### src/logic/pwm_cmd_pkg.sv
/*
 * constants, register offsets and carrier types for the timer command
 * and fault control block.
 * assumes nothing of its surroundings beyond a 32-bit register bus.
 */
package pwm_cmd_pkg;
    // ---------------------------------------------------------------
    // register offsets (byte addresses)
    // ---------------------------------------------------------------
    localparam logic [7:0] OFS_CTRLB_CLEAR = 8'h04;
    localparam logic [7:0] OFS_CTRLB_SET = 8'h05 << 2;
    localparam logic [7:0] OFS_STATUS = 8'h08;
    localparam logic [7:0] OFS_FAULT_CTRL = 8'h0c;
    localparam logic [7:0] OFS_DRIVER_CTRL = 8'h18;
    localparam logic [7:0] OFS_EVENT_CTRL = 8'h1c;
    localparam logic [7:0] OFS_INT_STATUS = 8'h20;
    localparam logic [7:0] OFS_INT_MASK = 8'h24;
    localparam logic [7:0] OFS_PRESCALE = 8'h28;
    localparam logic [7:0] OFS_COUNT = 8'h2c;
    localparam logic [7:0] OFS_PERIOD = 8'h30;

    // ---------------------------------------------------------------
    // control b field positions
    // ---------------------------------------------------------------
    localparam int CB_DIR = 0;
    localparam int CB_LOCK_UPDATE = 1;
    localparam int CB_SINGLE_RUN = 2;
    localparam int CB_RAMP_LO = 3;
    localparam int CB_CMD_LO = 5;
    localparam logic [7:0] CTRLB_RESET = 8'h00;

    // status bits
    localparam int ST_STOP = 0;
    localparam int ST_RAMP = 1;
    localparam int ST_RECOV0 = 2;
    localparam int ST_RECOV1 = 3;
    localparam int ST_NRF = 4;

    // interrupt event bits
    localparam int IRQ_BITS = 4;
    localparam int EV_OVF = 0;
    localparam int EV_STOP = 1;
    localparam int EV_FAULT = 2;
    localparam int EV_NRF = 3;

    localparam logic [1:0] HALT_SW = 2'h2;
    localparam logic [15:0] PRESCALE_RESET = 16'h0000;
    localparam logic [15:0] PERIOD_RESET = 16'hffff;

    typedef enum logic [2:0] {
        CMD_NONE = 3'h0,
        CMD_RETRIGGER = 3'h1,
        CMD_STOP = 3'h2,
        CMD_UPDATE = 3'h3,
        CMD_COUNT_READ_SYNC = 3'h4,
        CMD_DMA_TRIGGER = 3'h5
    } timer_cmd_t;

    typedef enum logic [1:0] {
        RAMP_TOGGLE = 2'h0,
        RAMP_SET = 2'h1,
        RAMP_CLEAR = 2'h2,
        RAMP_HOLD = 2'h3
    } ramp_cmd_t;

    typedef struct packed {
        logic [2:0] cmd;
        logic [1:0] ramp_cmd;
        logic single_run;
        logic lock_buffer_update;
        logic dir;
    } ctrlb_t;

    typedef struct packed {
        logic [3:0] filter_value;
        logic [3:0] nonrecov_output_value;
        logic [3:0] nonrecov_output_enable;
    } drv_ctrl_t;
endpackage : pwm_cmd_pkg

### src/logic/pwm_cmd_ctrl.sv
/*
 * timer command and fault control with an axi4-lite register slave.
 * assumes a single clock aclk; the fault pins are asynchronous.
 */
// Decided for this implementation: the AXI4-Lite interface to the registers.
`timescale 1ns/10ps
`default_nettype none
module pwm_cmd_ctrl #(
    parameter int PRESCALE_W = 16,
    parameter int COUNT_W = 16
) (
    input wire logic aclk,
    input wire logic aresetn,
    input wire logic [7:0] s_axi_awaddr,
    input wire logic s_axi_awvalid,
    output logic s_axi_awready,
    input wire logic [31:0] s_axi_wdata,
    input wire logic [3:0] s_axi_wstrb,
    input wire logic s_axi_wvalid,
    output logic s_axi_wready,
    output logic [1:0] s_axi_bresp,
    output logic s_axi_bvalid,
    input wire logic s_axi_bready,
    input wire logic [7:0] s_axi_araddr,
    input wire logic s_axi_arvalid,
    output logic s_axi_arready,
    output logic [31:0] s_axi_rdata,
    output logic [1:0] s_axi_rresp,
    output logic s_axi_rvalid,
    input wire logic s_axi_rready,
    input wire logic write_protect,
    input wire logic [1:0] recov_fault_in,
    input wire logic [1:0] nonrecov_fault_in,
    output logic [3:0] compare_out,
    output logic dma_trigger,
    output logic irq
);
    import pwm_cmd_pkg::*;

    // ---------------------------------------------------------------
    // pin synchronisers
    // ---------------------------------------------------------------
    logic [3:0] sync1_ff, sync2_ff;
    always_ff @(posedge aclk)
    begin
        if (!aresetn)
        begin
            sync1_ff <= 4'h0;
            sync2_ff <= 4'h0;
        end
        else
        begin
            sync1_ff <= {nonrecov_fault_in, recov_fault_in};
            sync2_ff <= sync1_ff;
        end
    end

    // ---------------------------------------------------------------
    // registers
    // ---------------------------------------------------------------
    ctrlb_t ctrlb_ff;
    logic [3:0] fault_ctrl_ff;
    drv_ctrl_t drv_ff;
    logic [1:0] evact_ff;
    logic [IRQ_BITS-1:0] int_status_ff, int_mask_ff;
    logic [PRESCALE_W-1:0] prescale_ff;
    logic [COUNT_W-1:0] count_ff, period_ff, count_snap_ff;
    logic stop_ff, ramp_ff, running_ff, nrf_ff;
    logic [1:0] rfault_ff;
    logic tick;
    logic [1:0] nrf_filt;

    prescaler #(.WIDTH(PRESCALE_W)) u_prescaler (
        .aclk(aclk),
        .aresetn(aresetn),
        .divide(prescale_ff),
        .tick(tick)
    );

    for (genvar g = 0; g < 2; g++)
    begin : g_filter
        fault_filter u_filter (
            .aclk(aclk),
            .aresetn(aresetn),
            .tick(tick),
            .filter_value(drv_ff.filter_value),
            .raw(sync2_ff[2+g]),
            .filtered(nrf_filt[g])
        );
    end

    // ---------------------------------------------------------------
    // axi4-lite write channel
    // ---------------------------------------------------------------
    logic [7:0] awaddr_ff;
    logic aw_got_ff, w_got_ff;
    logic [31:0] wdata_ff;
    logic [3:0] wstrb_ff;
    logic wr_go, wr_hit;
    assign wr_go = aw_got_ff && w_got_ff && !s_axi_bvalid;

    function automatic logic mapped(input logic [7:0] a);
        case (a)
            OFS_CTRLB_CLEAR, OFS_CTRLB_SET, OFS_STATUS, OFS_FAULT_CTRL,
            OFS_DRIVER_CTRL, OFS_EVENT_CTRL, OFS_INT_STATUS, OFS_INT_MASK,
            OFS_PRESCALE, OFS_COUNT, OFS_PERIOD: mapped = 1'b1;
            default: mapped = 1'b0;
        endcase
    endfunction : mapped

    // status, interrupt status, count and period stay writable under write protection
    function automatic logic guarded(input logic [7:0] a);
        case (a)
            OFS_STATUS, OFS_INT_STATUS, OFS_COUNT, OFS_PERIOD:
                guarded = 1'b0;
            default: guarded = 1'b1;
        endcase
    endfunction : guarded

    assign wr_hit = wr_go && mapped(awaddr_ff);

    always_ff @(posedge aclk)
    begin
        if (!aresetn)
        begin
            aw_got_ff <= 1'b0;
            w_got_ff <= 1'b0;
            s_axi_awready <= 1'b0;
            s_axi_wready <= 1'b0;
            s_axi_bvalid <= 1'b0;
            s_axi_bresp <= 2'h0;
            awaddr_ff <= 8'h00;
            wdata_ff <= 32'h0;
            wstrb_ff <= 4'h0;
        end
        else
        begin
            s_axi_awready <= !aw_got_ff && !s_axi_awready && !s_axi_bvalid;
            s_axi_wready <= !w_got_ff && !s_axi_wready && !s_axi_bvalid;
            if (s_axi_awvalid && s_axi_awready)
            begin
                aw_got_ff <= 1'b1;
                awaddr_ff <= s_axi_awaddr;
                s_axi_awready <= 1'b0;
            end
            if (s_axi_wvalid && s_axi_wready)
            begin
                w_got_ff <= 1'b1;
                wdata_ff <= s_axi_wdata;
                wstrb_ff <= s_axi_wstrb;
                s_axi_wready <= 1'b0;
            end
            if (wr_go)
            begin
                aw_got_ff <= 1'b0;
                w_got_ff <= 1'b0;
                s_axi_bvalid <= 1'b1;
                // protected or unmapped writes answer slverr
                s_axi_bresp <= (!mapped(awaddr_ff) || (write_protect &&
                    guarded(awaddr_ff))) ? 2'h2 : 2'h0;
            end
            else if (s_axi_bvalid && s_axi_bready)
            begin
                s_axi_bvalid <= 1'b0;
            end
        end
    end

    logic wr_ok;
    logic [7:0] wb;
    assign wr_ok = wr_hit && wstrb_ff[0] &&
        !(write_protect && guarded(awaddr_ff));
    assign wb = wdata_ff[7:0];

    // ---------------------------------------------------------------
    // control b and command execution
    // ---------------------------------------------------------------
    logic set_wr, clr_wr, ovf, upd_cond;
    assign set_wr = wr_ok && awaddr_ff == OFS_CTRLB_SET;
    assign clr_wr = wr_ok && awaddr_ff == OFS_CTRLB_CLEAR;
    assign ovf = tick && running_ff && (ctrlb_ff.dir ?
        count_ff == '0 : count_ff == period_ff);
    assign upd_cond = ovf || (tick && ctrlb_ff.cmd == CMD_UPDATE);

    logic halt_req;
    assign halt_req = (fault_ctrl_ff[1:0] == HALT_SW && rfault_ff[0]) ||
        (fault_ctrl_ff[3:2] == HALT_SW && rfault_ff[1]) || nrf_ff;

    always_ff @(posedge aclk)
    begin
        if (!aresetn)
        begin
            ctrlb_ff <= ctrlb_t'(CTRLB_RESET);
            dma_trigger <= 1'b0;
            count_snap_ff <= '0;
        end
        else
        begin
            dma_trigger <= 1'b0;
            if (tick && ctrlb_ff.cmd != CMD_NONE)
            begin
                ctrlb_ff.cmd <= CMD_NONE;
                if (ctrlb_ff.cmd == CMD_COUNT_READ_SYNC)
                    count_snap_ff <= count_ff;
                if (ctrlb_ff.cmd == CMD_DMA_TRIGGER)
                    dma_trigger <= 1'b1;
            end
            if (upd_cond && !ctrlb_ff.lock_buffer_update)
                ctrlb_ff.ramp_cmd <= RAMP_TOGGLE;
            if (set_wr)
            begin
                if (wb[7:5] != 3'h0)
                    ctrlb_ff.cmd <= wb[7:5];
                if (wb[4:3] != 2'h0)
                    ctrlb_ff.ramp_cmd <= wb[4:3];
                ctrlb_ff.single_run <=
                    ctrlb_ff.single_run | wb[CB_SINGLE_RUN];
                ctrlb_ff.lock_buffer_update <=
                    ctrlb_ff.lock_buffer_update | wb[CB_LOCK_UPDATE];
                ctrlb_ff.dir <= ctrlb_ff.dir | wb[CB_DIR];
            end
            if (clr_wr)
            begin
                if (wb[7:5] != 3'h0)
                    ctrlb_ff.cmd <= CMD_NONE;
                if (wb[4:3] != 2'h0)
                    ctrlb_ff.ramp_cmd <= RAMP_TOGGLE;
                if (wb[CB_SINGLE_RUN])
                    ctrlb_ff.single_run <= 1'b0;
                if (wb[CB_LOCK_UPDATE])
                    ctrlb_ff.lock_buffer_update <= 1'b0;
                if (wb[CB_DIR])
                    ctrlb_ff.dir <= 1'b0;
            end
        end
    end

    // ---------------------------------------------------------------
    // counter, stop flag, ramp index
    // ---------------------------------------------------------------
    always_ff @(posedge aclk)
    begin
        if (!aresetn)
        begin
            count_ff <= '0;
            running_ff <= 1'b1;
            stop_ff <= 1'b0;
            ramp_ff <= 1'b0;
        end
        else
        begin
            if (tick && ctrlb_ff.cmd == CMD_STOP)
            begin
                running_ff <= 1'b0;
                stop_ff <= 1'b1;
            end
            else if (tick && ctrlb_ff.cmd == CMD_RETRIGGER && !halt_req)
            begin
                running_ff <= 1'b1;
                count_ff <= ctrlb_ff.dir ? period_ff : '0;
            end
            else if (ovf && ctrlb_ff.single_run)
            begin
                running_ff <= 1'b0;
                stop_ff <= 1'b1;
            end
            else if (tick && running_ff && !halt_req)
            begin
                stop_ff <= 1'b0;
                if (ovf)
                    count_ff <= ctrlb_ff.dir ? period_ff : '0;
                else
                    count_ff <= ctrlb_ff.dir ? count_ff - 1'b1
                                             : count_ff + 1'b1;
            end
            if (wr_ok && awaddr_ff == OFS_COUNT)
                count_ff <= wdata_ff[COUNT_W-1:0];
            if (upd_cond)
            begin
                case (ctrlb_ff.ramp_cmd)
                    RAMP_SET: ramp_ff <= 1'b1;
                    RAMP_CLEAR: ramp_ff <= 1'b0;
                    RAMP_HOLD: ramp_ff <= ramp_ff;
                    default: ramp_ff <= !ramp_ff;
                endcase
            end
        end
    end

    // ---------------------------------------------------------------
    // faults and output forcing
    // ---------------------------------------------------------------
    logic [1:0] nrf_act;
    assign nrf_act = nrf_filt & evact_ff;

    always_ff @(posedge aclk)
    begin
        if (!aresetn)
        begin
            rfault_ff <= 2'h0;
            nrf_ff <= 1'b0;
            compare_out <= 4'h0;
        end
        else
        begin
            for (int i = 0; i < 2; i++)
            begin
                // set wins over software clear
                if (tick && sync2_ff[i])
                    rfault_ff[i] <= 1'b1;
                else if (wr_ok && awaddr_ff == OFS_STATUS &&
                         wb[ST_RECOV0+i])
                    rfault_ff[i] <= 1'b0;
            end
            if (tick && nrf_act != 2'h0)
                nrf_ff <= 1'b1;
            else if (wr_ok && awaddr_ff == OFS_STATUS && wb[ST_NRF])
                nrf_ff <= 1'b0;
            for (int i = 0; i < 4; i++)
            begin
                if (nrf_ff && drv_ff.nonrecov_output_enable[i])
                    compare_out[i] <= drv_ff.nonrecov_output_value[i];
                else
                    compare_out[i] <= running_ff && !ramp_ff ?
                        count_ff < (period_ff >> 1) : 1'b0;
            end
        end
    end

    // ---------------------------------------------------------------
    // config registers and interrupts
    // ---------------------------------------------------------------
    logic [IRQ_BITS-1:0] events;
    assign events = {tick && nrf_act != 2'h0,
        tick && (sync2_ff[1:0] != 2'h0), tick && ctrlb_ff.cmd == CMD_STOP,
        ovf};

    always_ff @(posedge aclk)
    begin
        if (!aresetn)
        begin
            fault_ctrl_ff <= 4'h0;
            drv_ff <= '0;
            evact_ff <= 2'h0;
            int_mask_ff <= '0;
            int_status_ff <= '0;
            prescale_ff <= PRESCALE_RESET;
            period_ff <= PERIOD_RESET;
            irq <= 1'b0;
        end
        else
        begin
            if (wr_ok && awaddr_ff == OFS_FAULT_CTRL)
                fault_ctrl_ff <= wb[3:0];
            if (wr_ok && awaddr_ff == OFS_DRIVER_CTRL)
                drv_ff <= wdata_ff[11:0];
            if (wr_ok && awaddr_ff == OFS_EVENT_CTRL)
                evact_ff <= wb[1:0];
            if (wr_ok && awaddr_ff == OFS_INT_MASK)
                int_mask_ff <= wb[IRQ_BITS-1:0];
            if (wr_ok && awaddr_ff == OFS_PRESCALE)
                prescale_ff <= wdata_ff[PRESCALE_W-1:0];
            if (wr_ok && awaddr_ff == OFS_PERIOD)
                period_ff <= wdata_ff[COUNT_W-1:0];
            // new events win over write-one-to-clear
            int_status_ff <= (int_status_ff & ~((wr_ok &&
                awaddr_ff == OFS_INT_STATUS) ? wb[IRQ_BITS-1:0] : '0))
                | events;
            irq <= |(int_status_ff & int_mask_ff);
        end
    end

    // ---------------------------------------------------------------
    // axi4-lite read channel
    // ---------------------------------------------------------------
    logic [7:0] st;
    assign st = {3'h0, nrf_ff, rfault_ff, ramp_ff, stop_ff};

    always_ff @(posedge aclk)
    begin
        if (!aresetn)
        begin
            s_axi_arready <= 1'b0;
            s_axi_rvalid <= 1'b0;
            s_axi_rdata <= 32'h0;
            s_axi_rresp <= 2'h0;
        end
        else if (s_axi_rvalid)
        begin
            if (s_axi_rready)
                s_axi_rvalid <= 1'b0;
        end
        else if (s_axi_arvalid && s_axi_arready)
        begin
            s_axi_arready <= 1'b0;
            s_axi_rvalid <= 1'b1;
            s_axi_rresp <= mapped(s_axi_araddr) ? 2'h0 : 2'h2;
            case (s_axi_araddr)
                OFS_CTRLB_CLEAR, OFS_CTRLB_SET:
                    s_axi_rdata <= {24'h0, ctrlb_ff};
                OFS_STATUS: s_axi_rdata <= {24'h0, st};
                OFS_FAULT_CTRL: s_axi_rdata <= {28'h0, fault_ctrl_ff};
                OFS_DRIVER_CTRL: s_axi_rdata <= {20'h0, drv_ff};
                OFS_EVENT_CTRL: s_axi_rdata <= {30'h0, evact_ff};
                OFS_INT_STATUS: s_axi_rdata <= {28'h0, int_status_ff};
                OFS_INT_MASK: s_axi_rdata <= {28'h0, int_mask_ff};
                OFS_PRESCALE: s_axi_rdata <=
                    {{(32-PRESCALE_W){1'b0}}, prescale_ff};
                OFS_COUNT: s_axi_rdata <=
                    {{(32-COUNT_W){1'b0}}, count_snap_ff};
                OFS_PERIOD: s_axi_rdata <= {{(32-COUNT_W){1'b0}}, period_ff};
                default: s_axi_rdata <= 32'h0;
            endcase
        end
        else
        begin
            s_axi_arready <= !s_axi_arready;
        end
    end
endmodule : pwm_cmd_ctrl
`default_nettype wire

### src/logic/fault_filter.sv
/*
 * digital glitch filter for one non-recoverable fault input.
 * assumes the input is already synchronised to aclk.
 */
`timescale 1ns/10ps
`default_nettype none
module fault_filter (
    input wire logic aclk,
    input wire logic aresetn,
    input wire logic tick,
    input wire logic [3:0] filter_value,
    input wire logic raw,
    output logic filtered
);
    logic [3:0] cnt_ff;
    logic filt_ff;

    // input must hold stable for filter_value ticks to pass
    always_ff @(posedge aclk)
    begin
        if (!aresetn)
        begin
            cnt_ff <= 4'h0;
            filt_ff <= 1'b0;
        end
        else if (filter_value == 4'h0)
        begin
            cnt_ff <= 4'h0;
            filt_ff <= raw;
        end
        else if (raw == filt_ff)
        begin
            cnt_ff <= 4'h0;
        end
        else if (tick)
        begin
            if (cnt_ff >= filter_value - 4'h1)
            begin
                cnt_ff <= 4'h0;
                filt_ff <= raw;
            end
            else
            begin
                cnt_ff <= cnt_ff + 4'h1;
            end
        end
    end

    assign filtered = filt_ff;
endmodule : fault_filter
`default_nettype wire

### src/logic/prescaler.sv
/*
 * prescaler: makes the one-cycle counter tick enable from aclk.
 * assumes divide is stable while running; 0 means every cycle.
 */
`timescale 1ns/10ps
`default_nettype none
module prescaler #(
    parameter int WIDTH = 16
) (
    input wire logic aclk,
    input wire logic aresetn,
    input wire logic [WIDTH-1:0] divide,
    output logic tick
);
    logic [WIDTH-1:0] cnt_ff;
    logic tick_ff;

    always_ff @(posedge aclk)
    begin
        if (!aresetn)
        begin
            cnt_ff <= '0;
            tick_ff <= 1'b0;
        end
        else if (cnt_ff >= divide)
        begin
            cnt_ff <= '0;
            tick_ff <= 1'b1;
        end
        else
        begin
            cnt_ff <= cnt_ff + 1'b1;
            tick_ff <= 1'b0;
        end
    end

    assign tick = tick_ff;
endmodule : prescaler
`default_nettype wire

### config.mk
export PLATFORM = sky130hd
export DESIGN_NAME = pwm_cmd_ctrl
export DESIGN_NICKNAME = d
export VERILOG_FILES = /design/src/logic/pwm_cmd_pkg.sv /design/src/logic/pwm_cmd_ctrl.sv /design/src/logic/fault_filter.sv /design/src/logic/prescaler.sv
export SDC_FILE = /design/constraint.sdc
export NUM_CORES = 1
export LEC_CHECK = 0
export BUFFER_PORTS_ARGS = -buffer_cell sky130_fd_sc_hd__clkbuf_2
export CORE_ASPECT_RATIO = 1.2
export CORE_MARGIN = 3
export CORE_UTILIZATION = 35
export CTS_BUF_LIST = sky130_fd_sc_hd__clkbuf_4
export DETAILED_ROUTE_END_ITERATION = 6
export PLACE_DENSITY = 0.49
export SETUP_SLACK_MARGIN = 0.4
export SYNTH_ARGS = -nofsm -noshare
export SYNTH_HDL_FRONTEND = slang
export SYNTH_SLANG_ARGS = --single-unit
### constraint.sdc
create_clock -name aclk -period 6.24 [get_ports aclk]
set_input_delay 0.936 -clock aclk [delete_from_list [all_inputs] [get_ports aclk]]
set_output_delay 0.936 -clock aclk [all_outputs]
set_load 0.01 [all_outputs]
### Yosys cells after proc, flatten, opt, wreduce, memory -nomap -nowiden

Index checks and enable logic that the tools add are counted.

| cells by class | value |
|---|---|
| order comparisons | 4 |
| add/subtract/negate cells | 6 |
| eq/ne operators | 40 |
| bitwise gates (word level) | 11 |
| muxes and demuxes | 71 |
| reductions and logical operators | 101 |

Operators by type and width:

| kind | number |
|---|---|
| $pmux 16 s10 | 1 |
| $mux 16 | 8 |
| $eq 8x6->1 const B | 10 |
| $logic_and 1x1->1 | 50 |
| $eq 8x5->1 const B | 6 |
| $mux 1 | 48 |
| $add 16x1->16 const B | 2 |
| $eq 8x4->1 const B | 4 |
| $reduce_or 11->1 | 2 |
| $reduce_bool 2->1 | 10 |
| $eq 16x16->1 | 1 |
| $eq 8x3->1 const B | 2 |
| $ge 16x16->1 | 1 |
| $logic_not 16->1 | 1 |
| $lt 16x15->1 | 1 |
| $mux 8 | 2 |
| $sub 16x1->16 const B | 1 |
| $reduce_bool 3->1 | 5 |
| $mux 4 | 3 |
| $logic_not 1->1 | 11 |
| $mux 2 | 5 |
| $reduce_and 2->1 | 5 |
| $reduce_or 2->1 | 5 |
| $mux 3 | 3 |
| 24 further kinds | 46 |

| word-level totals | value |
|---|---|
| bits in registers | 213 |
| input bits | 64 |
| logic and storage cells | 279 |

### Depth between registers and ports, before layout

| logic depth | value |
|---|---|
| word-level depth | 11 |
| mapped depth | 11 |
| mapped depth without buffers | 10 |

### By module

A second synthesis with hierarchy kept.

| unflattened totals | value |
|---|---|
| cell total of the unflattened synthesis | 1,270 |
| area, all modules | 10,507.6 um^2 |

Modules (own cells, without submodules):

| module | area an instance (um^2) | times used | cells each |
|---|---|---|---|
| pwm_cmd_ctrl | 8,735.9 | 1 | 1,062 |
| prescaler | 1,071.0 | 1 | 128 |
| fault_filter | 350.3 | 2 | 40 |

### Worst setup path after synthesis

OpenSTA, ideal clock, no wires.

| timing | value |
|---|---|
| path kind | reg-to-reg |
| start | reg (tool-made name) |
| end | reg count_ff[14] |
| library setup time | 70 ps |
| arrival time | 2,818 ps |
| stages on the path, launching flop included | 12 |
| slack | 3,353 ps |
| cell sequence | dfxtp_1 buf_2 clkinv_1 fa_1 nor2b_1 o31ai_1 a2111oi_0 o41ai_1 mux2i_1 nand4_1 and3_1 a21oi_1 |

RTL lines:

| item | line | source |
|---|---|---|
| end signal, assigned | pwm_cmd_ctrl.sv:260 | `count_ff <= ctrlb_ff.dir ? period_ff : '0;` |
| end signal, assigned | pwm_cmd_ctrl.sv:271 | `count_ff <= ctrlb_ff.dir ? period_ff : '0;` |
| end signal, assigned | pwm_cmd_ctrl.sv:273 | `count_ff <= ctrlb_ff.dir ? count_ff - 1'b1` |
| end, declared | pwm_cmd_ctrl.sv:67 | `logic [COUNT_W-1:0] count_ff, period_ff, count_snap_ff;` |

==> metrics.md <==
| Metric | Value |
|---|---|
| Setup-failing EPs final | `0` |
| Final hold vios | `0` |
| CORE AREA | `28,800 µm²` |
| Fraction of layout cells with a size suffix above 1 | `10.3%` |
| Seq/Total Area, Yosys | `37.9%` |
| Post-synth ARST share | `0%` |
| Slew HR | `26.4%` |
| Rows | `68` |
| Initial DRC count | `641` |
| R2r setup slk | `2.70 ns` |
| Post-Synth Adder-Cell Area | `7.24%` |
| H-tree depth reported by CTS | `4` |
| Comb pwr share | `around 7%` |
| Flop pwr share | `57.3%` |
| Tot Pwr | `2.28 mW` |
| NetSw | `0.585 mW` |
| CTS resizes | `0` |
| Total gr overflow | `0` |
| Final WL | `31,400 µm` |
| Critical Path Start Type | `flop` |
| Number of synthesized flops with an enable pin | `0` |
| Crit path kind | `reg -> reg` |
| Ys flop type | `dfxtp_1` |
| Synthesized area per cell | `between 8 and 9 µm²` |
| Number of nets in the layout | `1,397` |
| Cell variety after synth | `76` |
| Hold buffer count at CTS | `0` |
| Lkg Pwr | `4.32 nW` |
| Pwr per Cell Area | `204 nW/µm²` |
| CTS tree | `done` |
| Clk Latency, worst-skew pair | `a little over 0.6 ns` |
| Vias in the first global route | `roughly 8,600` |
| Slew Viols, Final | `0` |
| Mux contribution to synthesized area | `3.34%` |
| Cell accounting for the most synthesized area | `dfxtp_1` |
| Largest family of logic cells by synthesized area | `simple AND/OR/NAND/NOR gates` |
| Die Span Y | `approximately 190 µm` |
| Least-Margin Pin Slew | `approximately 1.1 ns` |
| Die Span X | `163 µm` |
| CTS Buf Count | `17` |
| IO Pins | `111` |
| Hold Crit Start | `w_got_ff$_SDFFE_PP0P_` |
| Hold Crit Depth | `1` |
| R2R Path End | `count_ff[14]$_SDFFE_PN0P_` |
| Fin crit share | `56.7%` |
| Fin util | `38.7%` |
| CTS Sinks | `195` |
| Post-CTS Setup Inserts | `0` |
| Compound-Gate Fraction of Synth Area | `19.6%` |
| Clk pwr share | `between 30 and 40%` |
| Full die area | `31,500 µm²` |
| First-pass GRT wire length | `49,500 µm` |
| Pint | `approximately 1.7 mW` |
| #FFs+latches synth | `195` |
| Post-DR wirelength/cell | `18.8 µm` |
| Initial antenna violation count | `1` |
| Clock Tree Buf Depth | `2` |
| Worst R2R Path Depth | `10` |
| Critical path data arrival time | `approximately 4.1 ns` |
| RSZ-0062 raised after global routing | `no` |
| Pre-CTS setup slack | `2.71 ns` |
| Mapped Area | `10,300 µm²` |
| Total GRT Usage | `19.9%` |
| Placer Congestion | `0.848` |
| Drt first pass iters | `6` |
| Area grow syn2layout | `8.52%` |
| CP required | `6.80 ns` |
| Clock Skew | `0.0242 ns` |
| Synth warn | `0` |
| Crit path time final | `3.54 ns` |
| Fraction of synthesized cell area in xor and xnor cells | `under 10%` |
| Status | `finished, final reports clean` |
| Simple-gate area share of the yosys netlist | `21.1%` |
| Switching share of power | `25.6%` |
| Clk root buf | `clkbuf_4` |
| Initial core utilization | `between 30% and 40%` |
| Worst-path clk slew | `0.16 ns` |
| Routed via count | `just under 9,000` |
| Hold endpoint | `s_axi_wready$_SDFF_PP0_` |
| Max FO, Critical Path | `19` |
| TNS Setup | `0 ns` |
| DR vias/cell | `5.34` |
| Area share of the largest cell type after synthesis | `37.9%` |
| Main area contributors after synthesis | `dfxtp_1, nand2_1, ha_1` |
| Fin Hold WS | `0.430 ns` |
| # DRC | `0` |
| Syn Inst Count | `roughly 1,200` |
| Hpwl dp | `23,100 µm` |
| Largest net degree at the start of global routing | `91` |
| Max-cap violation count | `0` |
| Max Clock Freq | `282 MHz` |
| Fillers | `3,036` |
| Worst Setup End Kind | `flop` |
| Post-route ant nets | `0` |
| Worst VDD drop | `88.3 µV` |
| Hold crit path type | `reg -> reg` |
| Fin worst setup slack | `2.70 ns` |
| Number of buffers added on ports | `73` |
## critical path: stages (launching register included)
cell       delay (ns)
dfxtp_1          0.70
buf_4            0.36
ha_1             0.31
nor2b_1          0.16
o31ai_1          0.55
a2111oi_0        0.30
o41ai_1          0.45
mux2i_1          0.23
nand4_1          0.10
and3_1           0.18
a21oi_1          0.12
## final cells by class
cell class	count	area, µm²	area share [%]
Clock inverter	11	184	1.65
Timing Repair Buffer	83	440	3.94
Tap cell	385	482	4.31
Sequential cell	195	3900	34.9
Multi-Input combinational cell	924	5810	52.0
Inverter	53	201	1.80
Antenna cell	1	2.50	0.0224
Clock buffer	20	150	1.34
## through the flow
stage                     std cells  area [µm²]
final                          1672       11200
after global routing           1672       11200
after CTS                      1671       11200
after detailed placement       1640       10800
after global placement         1640       10800
after floorplan                1261       10400
## power by group through the flow
stage | clock [mW] | sequential (mW) | combinational [mW]
after floorplan | 0 | 1.32 | 0.118
after global placement | 0 | 1.33 | 0.167
after detailed placement | 0 | 1.33 | 0.168
after CTS | 0.837 | 1.31 | 0.168
after global routing | 0.873 | 1.31 | 0.185
final | 0.811 | 1.31 | 0.165
## worst max path at each step
| stage | startpoint | endpoint | slack, ns |
|---|---|---|---|
| 6_report | flop | count_ff[14]$_SDFFE_PN0P_ | 2.70 |
| 5_1_grt | flop | count_ff[14]$_SDFFE_PN0P_ | 2.46 |
| 4_1_cts | flop | count_ff[14]$_SDFFE_PN0P_ | 2.69 |
| 3_5_place_dp | flop | count_ff[14]$_SDFFE_PN0P_ | 2.71 |
| 3_3_place_gp | flop | count_ff[14]$_SDFFE_PN0P_ | 2.73 |
| 2_1_floorplan | flop | count_ff[14]$_SDFFE_PN0P_ | 3.35 |
## cell families after synthesis
kind of cell               Yosys count
and+or+nand+nor                    465
AOI/OAI and AO/OA                  295
DFF                                195
buffers and inverters              142
adders and majority gates           59
xor gates and xnor gates            53
muxes                               34
other                                1
## cell usage after synthesis (all sizes together) (11+ instances only)
cell    instances
xor2           33
xnor2          20
nand2         198
nor2           91
mux2i          31
buf            42
ha             58
nand3          42
clkbuf         47
and2           13
nand2b         11
o211ai         30
inv            52
o21ai          35
a21o           15
dfxtp         195
nor3           35
a21oi         108
or3            13
## state kept, by name, summed over array words and instances (netlist names), 5 cells and up, named ones only
| register | cells |
|---|---|
| g_filter.u_filter.cnt_ff | 8 |
| drv_ff | 12 |
| s_axi_rdata | 16 |
| wdata_ff | 16 |
| count_snap_ff | 16 |
| u_prescaler.cnt_ff | 16 |
| count_ff | 16 |
| awaddr_ff | 8 |
| ctrlb_ff | 5 |
| prescale_ff | 16 |
| period_ff | 16 |
## routing by layer
| layer | wire, µm | track usage, % |
|---|---|---|
| met2 | 15100 | 34.0 |
| met1 | 14600 | 26.5 |
| met3 | 1150 | 2.91 |
| met4 | 528 | 5.01 |
| met5 | 0 | 0 |
## cells in the final DEF (no fill, tap or decap), types with 7 or more instances in the layout
master | netlist | routed
clkbuf_4 | 0 | 20
o2111ai_1 | 7 | 7
dfxtp_1 | 195 | 195
nor3_1 | 35 | 35
a22oi_1 | 8 | 8
o21ai_0 | 34 | 34
xnor2_1 | 20 | 20
nor2_1 | 90 | 90
nand4_1 | 10 | 10
ha_1 | 58 | 58
mux2i_1 | 31 | 31
nand3_1 | 42 | 42
a21oi_1 | 108 | 108
buf_4 | 20 | 10
nand2b_1 | 11 | 11
o21a_1 | 8 | 8
nand2_1 | 198 | 198
a211oi_1 | 10 | 10
xor2_1 | 33 | 33
a221oi_1 | 9 | 9
o211ai_1 | 27 | 27
and2_1 | 13 | 13
or3_1 | 13 | 13
o31ai_1 | 7 | 7
a221o_1 | 10 | 10
inv_1 | 52 | 51
clkbuf_2 | 0 | 73
a222oi_1 | 9 | 9
and3_1 | 9 | 9
a311oi_1 | 7 | 7
conb_1 | 1 | 18
nor4_1 | 7 | 7
a21o_1 | 15 | 15
No activity file was read; power rests on OpenSTA's default activity.
